[src/host_port_pkg.sv]
/*
  Constants for the parallel host message port: register selects,
  control/status bit positions, reset values and buffer defaults.
  Assumes nothing of its surroundings.
*/
package host_port_pkg;
  localparam logic [1:0] SEL_MESSAGE    = 2'h0;
  localparam logic [1:0] SEL_CONTROL    = 2'h1;
  localparam logic [1:0] SEL_PCM        = 2'h2;
  localparam logic [1:0] SEL_COMPRESSED = 2'h3;

  localparam int BIT_CMP_RST  = 6;
  localparam int BIT_LIN_RST  = 5;
  localparam int BIT_LIN_FULL = 4;
  localparam int BIT_CMP_FULL = 3;
  localparam int BIT_IN_PEND  = 2;
  localparam int BIT_OUT_PEND = 1;

  localparam logic [7:0] BYTE_ZERO  = 8'h00;
  localparam logic       LINE_IDLE  = 1'h1;
  localparam int         DEF_DEPTH  = 16;
  localparam int         DEF_THRESH = 12;
endpackage : host_port_pkg

[src/parallel_host_message_port.sv]
/*
  Device side of an 8-bit parallel host port with separate read and
  write strobes, four registers by a 2-bit select, two audio input
  buffers and an active-low message request line.
  Assumes host pins are asynchronous to mclk and that strobe phases
  each last at least three mclk periods.
*/
// Overview of operation
// - Select 00 message, 01 control/status, 10 linear PCM, 11 compressed.
// - Message register is two bytes: inbound written by host, outbound read.
// - Bit 2 host_input_pending set by host write, cleared by DSP read.
// - Bit 1 host_output_pending set by DSP write, cleared by host read.
// - Bit 6 write-only; one holds compressed channel in reset, zero releases.
// - Bit 5 write-only; one holds linear channel in reset, zero releases.
// - Bit 4 reads high while linear buffer is almost full.
// - Bit 3 reads high while compressed buffer is almost full.
// - Bytes written at select 10 enter the linear PCM buffer.
// - Bytes written at select 11 enter the compressed buffer.
// - Host read: select, strobes low, device drives data, strobes high.
// - With notification enabled, request line mirrors host_output_pending.
// - Almost-full flags set when buffer level reaches its threshold.
// - Request line is active low and silent during boot handshake.
`timescale 1ns/1ps
module parallel_host_message_port #(
  parameter int DEPTH  = host_port_pkg::DEF_DEPTH,
  parameter int THRESH = host_port_pkg::DEF_THRESH
) (
  // Clock and reset
  input  wire logic       mclk,
  input  wire logic       rst,
  // Host pins
  input  wire logic [1:0] regSelect,
  input  wire logic       portSelect_n,
  input  wire logic       writeStrobe_n,
  input  wire logic       readStrobe_n,
  input  wire logic [7:0] dataIn,
  output logic      [7:0] dataOut,
  output logic            dataOe,
  output logic            messageRequest_n,
  // DSP side
  input  wire logic       notifyEnable,
  input  wire logic       bootMode,
  input  wire logic       dspOutWrite,
  input  wire logic [7:0] dspOutData,
  input  wire logic       dspInRead,
  output logic      [7:0] dspInData,
  output logic            hostInputPending,
  output logic            hostOutputPending,
  input  wire logic       linPop,
  output logic      [7:0] linData,
  output logic            linValid,
  output logic            linChannelReset,
  input  wire logic       cmpPop,
  output logic      [7:0] compressed_input_port,
  output logic            cmpValid,
  output logic            cmpChannelReset
);
  import host_port_pkg::*;
  localparam int AW = $clog2(DEPTH);

  // Two-stage synchronisers; first stage read only by second
  logic [2:0] strbMeta_q, strbSync_q, strbLast_q;
  logic [1:0] selMeta_q, selSync_q;
  logic [7:0] datMeta_q, datSync_q;
  always_ff @(posedge mclk or posedge rst) begin
    if (rst) begin
      strbMeta_q <= 3'h7;
      strbSync_q <= 3'h7;
      strbLast_q <= 3'h7;
      selMeta_q  <= 2'h0;
      selSync_q  <= 2'h0;
      datMeta_q  <= BYTE_ZERO;
      datSync_q  <= BYTE_ZERO;
    end else begin
      strbMeta_q <= {portSelect_n, writeStrobe_n, readStrobe_n};
      strbSync_q <= strbMeta_q;
      strbLast_q <= strbSync_q;
      selMeta_q  <= regSelect;
      selSync_q  <= selMeta_q;
      datMeta_q  <= dataIn;
      datSync_q  <= datMeta_q;
    end
  end

  // Cycle active = port select and a strobe low; events on its release
  logic wrActive, wrActiveLast, rdActive, rdActiveLast, wrEnd, rdEnd;
  assign wrActive     = !strbSync_q[2] && !strbSync_q[1];
  assign wrActiveLast = !strbLast_q[2] && !strbLast_q[1];
  assign rdActive     = !strbSync_q[2] && !strbSync_q[0];
  assign rdActiveLast = !strbLast_q[2] && !strbLast_q[0];
  assign wrEnd = wrActiveLast && !wrActive;
  assign rdEnd = rdActiveLast && !rdActive;

  // Data held while strobe low, so the registered copy is stable
  logic [7:0] wrByte_q;
  always_ff @(posedge mclk or posedge rst) begin
    if (rst) wrByte_q <= BYTE_ZERO;
    else if (wrActive) wrByte_q <= datSync_q;
  end

  logic wrMsg, wrCtl, wrLin, wrCmp, rdMsg;
  assign wrMsg = wrEnd && selSync_q == SEL_MESSAGE;
  assign wrCtl = wrEnd && selSync_q == SEL_CONTROL;
  assign wrLin = wrEnd && selSync_q == SEL_PCM;
  assign wrCmp = wrEnd && selSync_q == SEL_COMPRESSED;
  assign rdMsg = rdEnd && selSync_q == SEL_MESSAGE;

  // Separate inbound and outbound bytes
  logic [7:0] inMsg_q, outMsg_q;
  always_ff @(posedge mclk or posedge rst) begin
    if (rst) begin
      inMsg_q  <= BYTE_ZERO;
      outMsg_q <= BYTE_ZERO;
    end else begin
      if (wrMsg) inMsg_q <= wrByte_q;
      if (dspOutWrite) outMsg_q <= dspOutData;
    end
  end
  assign dspInData = inMsg_q;

  // Handshake flags; a set in the clearing cycle wins
  logic inPend_q, outPend_q;
  always_ff @(posedge mclk or posedge rst) begin
    if (rst) begin
      inPend_q  <= 1'h0;
      outPend_q <= 1'h0;
    end else begin
      if (wrMsg) inPend_q <= 1'h1;
      else if (dspInRead) inPend_q <= 1'h0;
      if (dspOutWrite) outPend_q <= 1'h1;
      else if (rdMsg) outPend_q <= 1'h0;
    end
  end
  assign hostInputPending  = inPend_q;
  assign hostOutputPending = outPend_q;

  // Channel reset bits; reserved bits written are ignored
  logic linRst_q, compressed_channel_reset_q;
  always_ff @(posedge mclk or posedge rst) begin
    if (rst) begin
      linRst_q <= 1'h0;
      compressed_channel_reset_q <= 1'h0;
    end else if (wrCtl) begin
      linRst_q <= wrByte_q[BIT_LIN_RST];
      compressed_channel_reset_q <= wrByte_q[BIT_CMP_RST];
    end
  end
  assign linChannelReset = linRst_q;
  assign cmpChannelReset = compressed_channel_reset_q;

  // Input buffers; a byte arriving when full is dropped, host paces on flags
  logic [7:0] bufMem_q [2][DEPTH];
  logic [AW-1:0] wp_q [2];
  logic [AW-1:0] rp_q [2];
  logic [AW:0]   lvl_q [2];
  logic [1:0]    nearFull_q;
  logic [1:0]    push, pop, chRst;
  assign push  = {wrCmp, wrLin};
  assign pop   = {cmpPop, linPop};
  assign chRst = {compressed_channel_reset_q, linRst_q};
  for (genvar c = 0; c < 2; c++) begin : g_buf
    logic doPush, doPop;
    assign doPush = push[c] && lvl_q[c] != (AW+1)'(DEPTH);
    assign doPop  = pop[c] && lvl_q[c] != '0;
    always_ff @(posedge mclk or posedge rst) begin
      if (rst) begin
        wp_q[c]  <= '0;
        rp_q[c]  <= '0;
        lvl_q[c] <= '0;
      end else if (chRst[c]) begin
        wp_q[c]  <= '0;
        rp_q[c]  <= '0;
        lvl_q[c] <= '0;
      end else begin
        if (doPush) wp_q[c] <= AW'((wp_q[c] + 1'b1) % DEPTH);
        if (doPop) rp_q[c] <= AW'((rp_q[c] + 1'b1) % DEPTH);
        lvl_q[c] <= lvl_q[c] + (AW+1)'(doPush) - (AW+1)'(doPop);
      end
    end
    always_ff @(posedge mclk) begin
      if (doPush && !chRst[c]) bufMem_q[c][wp_q[c]] <= wrByte_q;
    end
    always_ff @(posedge mclk or posedge rst) begin
      if (rst) nearFull_q[c] <= 1'h0;
      else nearFull_q[c] <= lvl_q[c] >= (AW+1)'(THRESH);
    end
  end
  assign linData  = bufMem_q[0][rp_q[0]];
  assign compressed_input_port  = bufMem_q[1][rp_q[1]];
  assign linValid = lvl_q[0] != '0;
  assign cmpValid = lvl_q[1] != '0;

  // Read data and enable; audio ports read as zero and are not driven
  always_ff @(posedge mclk or posedge rst) begin
    if (rst) begin
      dataOut <= BYTE_ZERO;
      dataOe  <= 1'h0;
    end else begin
      dataOe <= rdActive && !selSync_q[1];
      dataOut <= BYTE_ZERO;
      case (selSync_q)
        SEL_MESSAGE: dataOut <= outMsg_q;
        SEL_CONTROL: begin
          dataOut[BIT_LIN_FULL] <= nearFull_q[0];
          dataOut[BIT_CMP_FULL] <= nearFull_q[1];
          dataOut[BIT_IN_PEND]  <= inPend_q;
          dataOut[BIT_OUT_PEND] <= outPend_q;
        end
        default: dataOut <= BYTE_ZERO;
      endcase
    end
  end

  // Request line, active low; held idle in boot
  always_ff @(posedge mclk or posedge rst) begin
    if (rst) messageRequest_n <= LINE_IDLE;
    else messageRequest_n <= !(notifyEnable && !bootMode && outPend_q);
  end

  pend_set_a: assert property (@(posedge mclk) disable iff (rst)
    wrMsg |=> inPend_q) else $error("input pending not set");
  pend_out_a: assert property (@(posedge mclk) disable iff (rst)
    dspOutWrite |=> outPend_q) else $error("output pending not set");
  out_clear_a: assert property (@(posedge mclk) disable iff (rst)
    rdMsg && !dspOutWrite |=> !outPend_q) else $error("output pending not cleared");
  req_mirror_a: assert property (@(posedge mclk) disable iff (rst)
    notifyEnable && !bootMode && outPend_q |=> !messageRequest_n) else $error("request not low");
  req_boot_a: assert property (@(posedge mclk) disable iff (rst)
    bootMode |=> messageRequest_n) else $error("request in boot");
  oe_read_a: assert property (@(posedge mclk) disable iff (rst)
    dataOe |-> $past(rdActive && !selSync_q[1])) else $error("drive outside read");
  lin_rst_a: assert property (@(posedge mclk) disable iff (rst)
    linRst_q |=> lvl_q[0] == '0) else $error("linear buffer not held");
  cmp_rst_a: assert property (@(posedge mclk) disable iff (rst)
    compressed_channel_reset_q |=> lvl_q[1] == '0) else $error("compressed buffer not held");
  full_flag_a: assert property (@(posedge mclk) disable iff (rst)
    lvl_q[0] >= (AW+1)'(THRESH) |=> nearFull_q[0]) else $error("almost full missed");
  lin_push_a: assert property (@(posedge mclk) disable iff (rst)
    wrLin && !linRst_q && lvl_q[0] == '0 && !linPop |=> lvl_q[0] == (AW+1)'(1))
    else $error("linear byte lost");

  msg_write_c: cover property (@(posedge mclk) disable iff (rst) wrMsg ##[1:20] dspInRead);
  msg_read_c:  cover property (@(posedge mclk) disable iff (rst) dspOutWrite ##[1:40] rdMsg);
  lin_full_c:  cover property (@(posedge mclk) disable iff (rst) nearFull_q[0]);
  cmp_full_c:  cover property (@(posedge mclk) disable iff (rst) nearFull_q[1]);
endmodule : parallel_host_message_port

[config.mk]
export PLATFORM = sky130hd
export DESIGN_NAME = parallel_host_message_port
export DESIGN_NICKNAME = d
export VERILOG_FILES = /design/src/host_port_pkg.sv /design/src/parallel_host_message_port.sv
export SDC_FILE = /design/constraint.sdc
export NUM_CORES = 1
export LEC_CHECK = 0
export CAP_MARGIN = 0
export CORE_MARGIN = 8
export CORE_UTILIZATION = 50
export DETAILED_ROUTE_END_ITERATION = 8
export DONT_BUFFER_PORTS = 1
export PLACE_DENSITY_LB_ADDON = 0.1
export SLEW_MARGIN = 20
export SYNTH_ARGS = -nofsm -noshare
export SYNTH_HDL_FRONTEND = slang
export SYNTH_SLANG_ARGS = --single-unit
[constraint.sdc]
create_clock -name mclk -period 6.5 [get_ports mclk]
set_input_delay 0.975 -clock mclk [delete_from_list [all_inputs] [get_ports mclk]]
set_output_delay 0.975 -clock mclk [all_outputs]
set_load 0.005 [all_outputs]
== Word-level counts from Yosys, hierarchy flattened ==
Memory sizes are Yosys's and may differ from the RTL's.
Index checks and enable logic that the tools add are counted.
Operators by class
  add/sub/neg operators: 8
  magnitude comparators: 8
  shift operators: 0
  mux-type cells: 34
  equal/unequal tests: 5
  divide/modulo/power cells: 0
  reductions and logical operators: 45
  multiply operators: 0
  bitwise operators: 4
Operators by type and width (count)
  2-to-1 mux 128 bit: 4
  OR reduction 128 bit: 1
  binary-select mux 8 bit (select 4 bit): 2
  demux 8 bit (select 4 bit): 2
  2-to-1 mux 8 bit: 6
  2-to-1 mux 4 bit: 8
  logical AND 1 bit: 22
  greater-or-equal comparator 5 bit, second input constant: 4
  inverter 4 -> 5 bit: 4
  adder 4 x 1 -> 4 bit, second input constant: 4
  logical NOT 1 bit: 13
  nonzero test 2 bit: 6
  adder 5 x 1 -> 5 bit: 2
  greater-or-equal comparator 5 x 4 -> 1 bit, second input constant: 2
  < comparator 5 x 1 -> 1 bit, second input constant: 2
  2-to-1 mux 5 bit: 2
  inequality test 5 bit, second input constant: 2
  nonzero test 5 bit: 2
  subtractor 5 x 1 -> 5 bit: 2
  2-to-1 mux 1 bit: 8
  case mux 4 bit (2 select lines): 1
  == test 2 bit, second input constant: 2
  2-to-1 mux 3 bit: 1
  == test 2 x 1 -> 1 bit, second input constant: 1
  logical NOT 2 bit: 1
Word-level totals
  bits in latches: 0
  memory bits (writable): 256
  bits in registers: 95
  bits in read-only memories: 0
  logic and storage cells: 130
  memories kept: 1
Memory list
  bufMem_q: depth 2, width 128, read ports 2, clocked after memory_dff 0, wr ports 1, RTL line parallel_host_message_port.sv:152  | logic [7:0] bufMem_q [2][DEPTH];

== Depth between registers and ports, before layout ==
  depth in word-level cells: 11
  mapped depth: 16

== Worst setup path before layout ==
Ideal clock, no wire load.
  kind: flip-flop to flip-flop
  from: reg strbSync_q[2]
  to: reg lvl_q[9] (netlist bit)
  data required time: 6365 ps
  period minus slack after synthesis: 3026 ps
  slack: 3474 ps
  stages on the path, launching flop included: 16
  arrival: 2891 ps
  cell sequence: dfstp_2 > nor2_1 > or4b_1 > buf_2 > nor2_1 > buf_2 > inv_1 > ha_1 > inv_1 > ha_1 > inv_1 > fa_1 > nand2b_1 > a21oi_1 > o21a_1 > nor3_1
Between the ends
  word-level cells in the longest chain between the ends: 9
Ends and longest elaborated chain
  start: declaration: RTL line parallel_host_message_port.sv:62  | logic [2:0] strbMeta_q, strbSync_q, strbLast_q;
  start signal: assignment: RTL line parallel_host_message_port.sv:76  | strbSync_q <= strbMeta_q;
  logical NOT 1 bit: RTL line parallel_host_message_port.sv:87  | assign wrActive = !strbSync_q[2] && !strbSync_q[1];
  logical AND 1 bit: RTL line parallel_host_message_port.sv:87
  logical NOT 1 bit: RTL line parallel_host_message_port.sv:91  | assign wrEnd = wrActiveLast && !wrActive;
  logical AND 1 bit: RTL line parallel_host_message_port.sv:91
  logical AND 1 bit: RTL line parallel_host_message_port.sv:104  | assign wrLin = wrEnd && selSync_q == SEL_PCM;
  logical AND 1 bit: RTL line parallel_host_message_port.sv:163  | assign doPush = push[c] && lvl_q[c] != (AW+1)'(DEPTH);
  adder 5 x 1 -> 5 bit: RTL line parallel_host_message_port.sv:177  | lvl_q[c] <= lvl_q[c] + (AW+1)'(doPush) - (AW+1)'(doPop);
  subtractor 5 x 1 -> 5 bit: RTL line parallel_host_message_port.sv:177
  2-to-1 mux 5 bit: RTL line parallel_host_message_port.sv:170  | end else if (chRst[c]) begin
  end signal: indexed assignment: RTL line parallel_host_message_port.sv:177
  end: declaration: RTL line parallel_host_message_port.sv:155  | logic [AW:0] lvl_q [2];
No other way between the ends.
A chain may end at the register's enable or synchronous reset.

== Final worst setup path ==
Ends and elaborated chain as after synthesis.

==> reports/qor_table.md <==
| Group | Metric | Reported |
| --- | --- | --- |
| sta | Final cycle utilization of the critical path | 0.577 |
| cells and area | Area added between synthesis and finish | 11.0% |
| cells and area | Multi-input logic area | 3400 µm² |
| drt | Number of design rule violations left after detail routing | 0 |
| cells and area | Antenna diode count | 0 |
| drt | DR iter-0 viols | 390 |
| status | Status | completed |
| floorplanning | Area enclosed by the die boundary | 33000 µm² |
| drt | Vias | 6540 |
| drt | Vias per cell | 5.80 |
| cts | Worst skew pair latency | 0.51 ns |
| floorplanning | Die Y | 182 µm |
| drt | Post-detailed-routing wire length | 26600 µm |
| sta | Final Max Slew Viols | 0 |
| critical path | Cells traversed along the worst timing path | nor2_1, or4b_1, nor2_1, inv_1, ha_1, inv_1, ha_1, inv_1, fa_1, nand2b_1, a21oi_1, o21a_1, nor3_1 |
| floorplanning | Cell Rows | 60 |
| grt | Antenna violations before repair | 0 |
| sta | Number of setup violations in the final report | 0 |
| cts | Number of clock sinks | 351 |
| cts | CTS clk-pin slew, worst paths | 0.06 ns |
| synthesis | Number of nets in the synthesized netlist | 805 |
| critical path | Critical path required time | 6.85 ns |
| floorplanning | Area of the core | 27000 µm² |
| pwr | Total power | 5.85 mW |
| drt | Routed wire length per instance | 23.5 µm |
| grt | Wire length of the first global-routing pass | 41600 µm |
| cells and area | Fraction of layout cells with a size suffix above 1 | 0.221 |
| cts | Post CTS Setup Buffer Count | 0 |
| pwr | P_sw | 1.58 mW |
| cts | Maximum buffer depth of the clock tree | 3 |
| synthesis | Cell area after synthesis | 13700 µm² |
| critical path | Slowest stage cell, crit path | sky130_fd_sc_hd__or4b_1 |
| sta | Number of failing hold endpoints at the final stage | 0 |
| critical path | Startpoint type of the worst setup path | flip-flop |
| pwr | Combinational Power Share | 0.178 |
| pwr | Fraction of power spent switching nets | 0.269 |
| synthesis | Cells after Synth | 748 |
| grt | Largest net degree at the start of global routing | 62 |
| cts | H-tree depth | 2 |
| floorplanning | Number of ports placed on the die boundary | 69 |
| pwr | Internal power | 4.28 mW |
| pwr | PD cells | 384 nW/µm² |
| drt | Antenna Violating Nets Remaining | 0 |
| flow run | Max-capacitance violation count | 0 |
| placed design | Estimated wirelength of the detail-placed design | 16900 µm |
| pwr | Reported leakage power | 5.31 nW |
| floorplanning | Horizontal extent of the die | 182 µm |
| sta | Smallest hold slack | 0.348 ns |
| pwr | Maximum vdd drop | 0.257 mV |
| critical path | Worst-path fanout max | 12 |
| sta | Period minus WS final | 3.75 ns |
| cts | Number of buffers created by CTS | 37 |
| drt | Length of routed wiring on met1 | 11900 µm |
| synthesis | Share of synthesized area occupied by flip-flops and latches | 0.735 |
| cells and area | End-of-flow core utilization | 0.565 |
| drt | Met2 wirelength from detailed routing | 12900 µm |
| pwr | Sequential power share | 0.483 |
| sta | RSZ-0062 raised after global routing | no |
| floorplanning | Initial core utilization | 0.509 |
| grt | Leftover overflow at the end of global routing | 0 |
| sta | Worst-margin pin slew | 0.926 ns |
| sta | Relative max-transition margin | 0.380 |
| cells and area | Count of fill cells added during filler insertion | 2001 |
| cells and area | Storage element area | 10100 µm² |
| cts | Count of cells resized by post-cts repair | 0 |
| synthesis | Synth cell types | 41 |
| synthesis | Post-synthesis sequential element count | 351 |
| critical path | Category of the critical setup timing path | reg2reg |
| sta | Maximum clock frequency | 0.267 GHz |
| grt | Total global-route track usage | 0.164 |
| synthesis | Synthesis warning total | 0 |
| critical path | Dominant cell type by count on the critical path | sky130_fd_sc_hd__inv_1 |
| synthesis | Synthesized area divided by synthesized cell count | 18.3 µm² |
| sta | Setup TNS after final layout | 0 ns |
| placed design | GP Congestion | 0.783 |
| cts | Master cell of the clock root buffer | sky130_fd_sc_hd__clkbuf_16 |
| drt | Met3 routed wirelength | 1290 µm |
| cts | TritonCTS clock tree | done |
| drt | Uppermost metal layer occupied by signal nets | met4 |
| cells and area | Net count reported at finish | 815 |
| critical path | Delay contributed by the slowest stage of the critical path | 0.69 ns |
| cts | Number of buffers inserted for hold repair after clock tree synthesis | 0 |
| pwr | Clock network power share | 0.339 |
| cells and area | Final non-filler cell total | 1128 |
| sta | Worst Clk Skew | 0.00951 ns |
| worst hold path | Worst min-delay path class | in2async |
| critical path | Signal arrival time at the worst endpoint | 4.10 ns |
| drt | First-pass DRT Iterations | 5 |
| grt | Number of global-route vias before repair | 7012 |
| placed design | Count of input and output buffers | 0 |
| critical path | Category of the worst setup path capture point | flip-flop |
| placed design | Post-Place Cells | 1060 |
-- metal layers --
layer,vias to the layer above,global-route usage
met1,3464,0.228
met3,35,0.0367
met2,131,0.262
met5,-,0
met4,0,0.0417
li1,2910,-
-- cell usage after synthesis --
master | count | share of area
sky130_fd_sc_hd__a21o_1 | 3 | 0.0016
sky130_fd_sc_hd__a21oi_1 | 10 | 0.0036
sky130_fd_sc_hd__a221o_1 | 2 | 0.0015
sky130_fd_sc_hd__a22oi_1 | 32 | 0.018
sky130_fd_sc_hd__and2_1 | 14 | 0.0064
sky130_fd_sc_hd__and3_1 | 3 | 0.0014
sky130_fd_sc_hd__and4_1 | 8 | 0.0051
sky130_fd_sc_hd__buf_1 | 4 | 0.0011
sky130_fd_sc_hd__buf_2 | 10 | 0.0036
sky130_fd_sc_hd__clkbuf_1 | 21 | 0.0057
sky130_fd_sc_hd__dfrtp_1 | 85 | 0.16
sky130_fd_sc_hd__dfstp_2 | 10 | 0.019
sky130_fd_sc_hd__edfxtp_1 | 256 | 0.56
sky130_fd_sc_hd__fa_1 | 2 | 0.0029
sky130_fd_sc_hd__ha_1 | 26 | 0.024
sky130_fd_sc_hd__inv_1 | 27 | 0.0074
sky130_fd_sc_hd__mux2_2 | 27 | 0.022
sky130_fd_sc_hd__mux2i_1 | 6 | 0.0044
sky130_fd_sc_hd__mux4_2 | 64 | 0.11
sky130_fd_sc_hd__nand2_1 | 29 | 0.0079
sky130_fd_sc_hd__nand2b_1 | 5 | 0.0023
sky130_fd_sc_hd__nand3_1 | 10 | 0.0036
sky130_fd_sc_hd__nand3b_1 | 3 | 0.0016
sky130_fd_sc_hd__nor2_1 | 45 | 0.012
sky130_fd_sc_hd__nor2b_1 | 7 | 0.0032
sky130_fd_sc_hd__nor3_1 | 5 | 0.0018
sky130_fd_sc_hd__nor3b_1 | 1 | 0.00055
sky130_fd_sc_hd__nor4_1 | 4 | 0.0018
sky130_fd_sc_hd__nor4_2 | 1 | 0.00091
sky130_fd_sc_hd__nor4bb_1 | 1 | 0.00073
sky130_fd_sc_hd__o21a_1 | 2 | 0.0011
sky130_fd_sc_hd__o21ai_0 | 4 | 0.0015
sky130_fd_sc_hd__o31ai_1 | 1 | 0.00055
sky130_fd_sc_hd__or2_2 | 1 | 0.00046
sky130_fd_sc_hd__or2_4 | 1 | 0.00064
sky130_fd_sc_hd__or3_1 | 3 | 0.0014
sky130_fd_sc_hd__or4_1 | 1 | 0.00055
sky130_fd_sc_hd__or4b_1 | 1 | 0.00073
sky130_fd_sc_hd__or4b_2 | 2 | 0.0015
sky130_fd_sc_hd__xnor2_1 | 3 | 0.0019
sky130_fd_sc_hd__xor2_1 | 8 | 0.0051
-- critical path, delay by kind of cell (launching register included) --
| family | cells | cell delay (ns) |
|---|---|---|
| adders and majority gates | 3 | 0.84 |
| AOI/OAI and AO/OA | 2 | 0.34 |
| and+or+nand+nor | 5 | 1.64 |
| DFF | 1 | 0.55 |
| buffers and inverters | 3 | 0.23 |
-- cell usage in the layout, fill, tap and decap left out, types with 9 or more instances in the layout --
| cell | netlist | routed |
|---|---|---|
| sky130_fd_sc_hd__edfxtp_1 | 256 | 256 |
| sky130_fd_sc_hd__dfrtp_1 | 85 | 76 |
| sky130_fd_sc_hd__mux4_2 | 64 | 64 |
| sky130_fd_sc_hd__nor2_1 | 45 | 45 |
| sky130_fd_sc_hd__clkbuf_16 | 0 | 40 |
| sky130_fd_sc_hd__a22oi_1 | 32 | 32 |
| sky130_fd_sc_hd__nand2_1 | 29 | 29 |
| sky130_fd_sc_hd__mux2_2 | 27 | 27 |
| sky130_fd_sc_hd__inv_1 | 27 | 26 |
| sky130_fd_sc_hd__ha_1 | 26 | 26 |
| sky130_fd_sc_hd__and2_1 | 14 | 14 |
| sky130_fd_sc_hd__nand3_1 | 10 | 10 |
| sky130_fd_sc_hd__a21oi_1 | 10 | 10 |
| sky130_fd_sc_hd__dfstp_2 | 10 | 10 |
| sky130_fd_sc_hd__clkinv_1 | 0 | 9 |
| sky130_fd_sc_hd__dfrtp_2 | 0 | 9 |
-- registers in the layout, indices dropped and copies added, names as in the netlist, 3 cells and up --
signal	flops
wrByte_q	8
dataOut	8
lvl_q	10
rp_q	8
bufMem_q	256
strbMeta_q	3
wp_q	8
strbLast_q	3
datSync_q	8
strbSync_q	3
datMeta_q	8
outMsg_q	8
dspInData	8
-- logic make-up (layout without fill, tap and decap cells) --
kind of cell	count (synthesis)	count (layout)	share of synthesized area
AOI/OAI and AO/OA	54	54	0.0274
adders and majority gates	28	28	0.0266
xor gates and xnor gates	11	11	0.00702
muxes	97	97	0.132
and+or+nand+nor	145	145	0.0549
buffers and inverters	62	101	0.0179
DFF	351	351	0.735
-- final cells by class --
type	count	area share
multi-input cells	335	0.223
flip-flops and latches	351	0.663
clock buffers	48	0.0684
clock inverters	20	0.00797
inverters	27	0.00682
repair buffers	6	0.00296
well taps	341	0.0280
-- power groups by stage --
stage	Combinational, mW	Clock, mW	Sequential [mW]
final	1.04	1.98	2.83
after global routing	1.16	2.11	2.86
after CTS	1.07	2.03	2.83
after detailed placement	1.06	0	2.88
after global placement	1.02	0	2.86
after floorplan	0.904	0	2.71
-- per-stage QoR --
step	area [µm²]	setup slack [ns]
after global placement	14100	2.97
after global routing	15200	2.44
final	15200	2.75
after detailed placement	14100	2.77
after CTS	15200	2.76
after floorplan	13700	3.06
-- final timing paths --
path	end	startpoint	cells past startpoint	slack, ns
worst min register to register	datSync_q[2]	datMeta_q[2]	0	0.35
max in group asynchronous	rp_q[1]	rst	2	5.04
worst max register to register	lvl_q[9]	strbSync_q[2]	13	2.75
worst max-delay path	lvl_q[9]	strbSync_q[2]	13	2.75
min in group mclk	datSync_q[2]	datMeta_q[2]	0	0.35
worst min-delay path	datMeta_q[0]	rst	1	0.35
No activity file was read; power rests on OpenSTA's default activity.
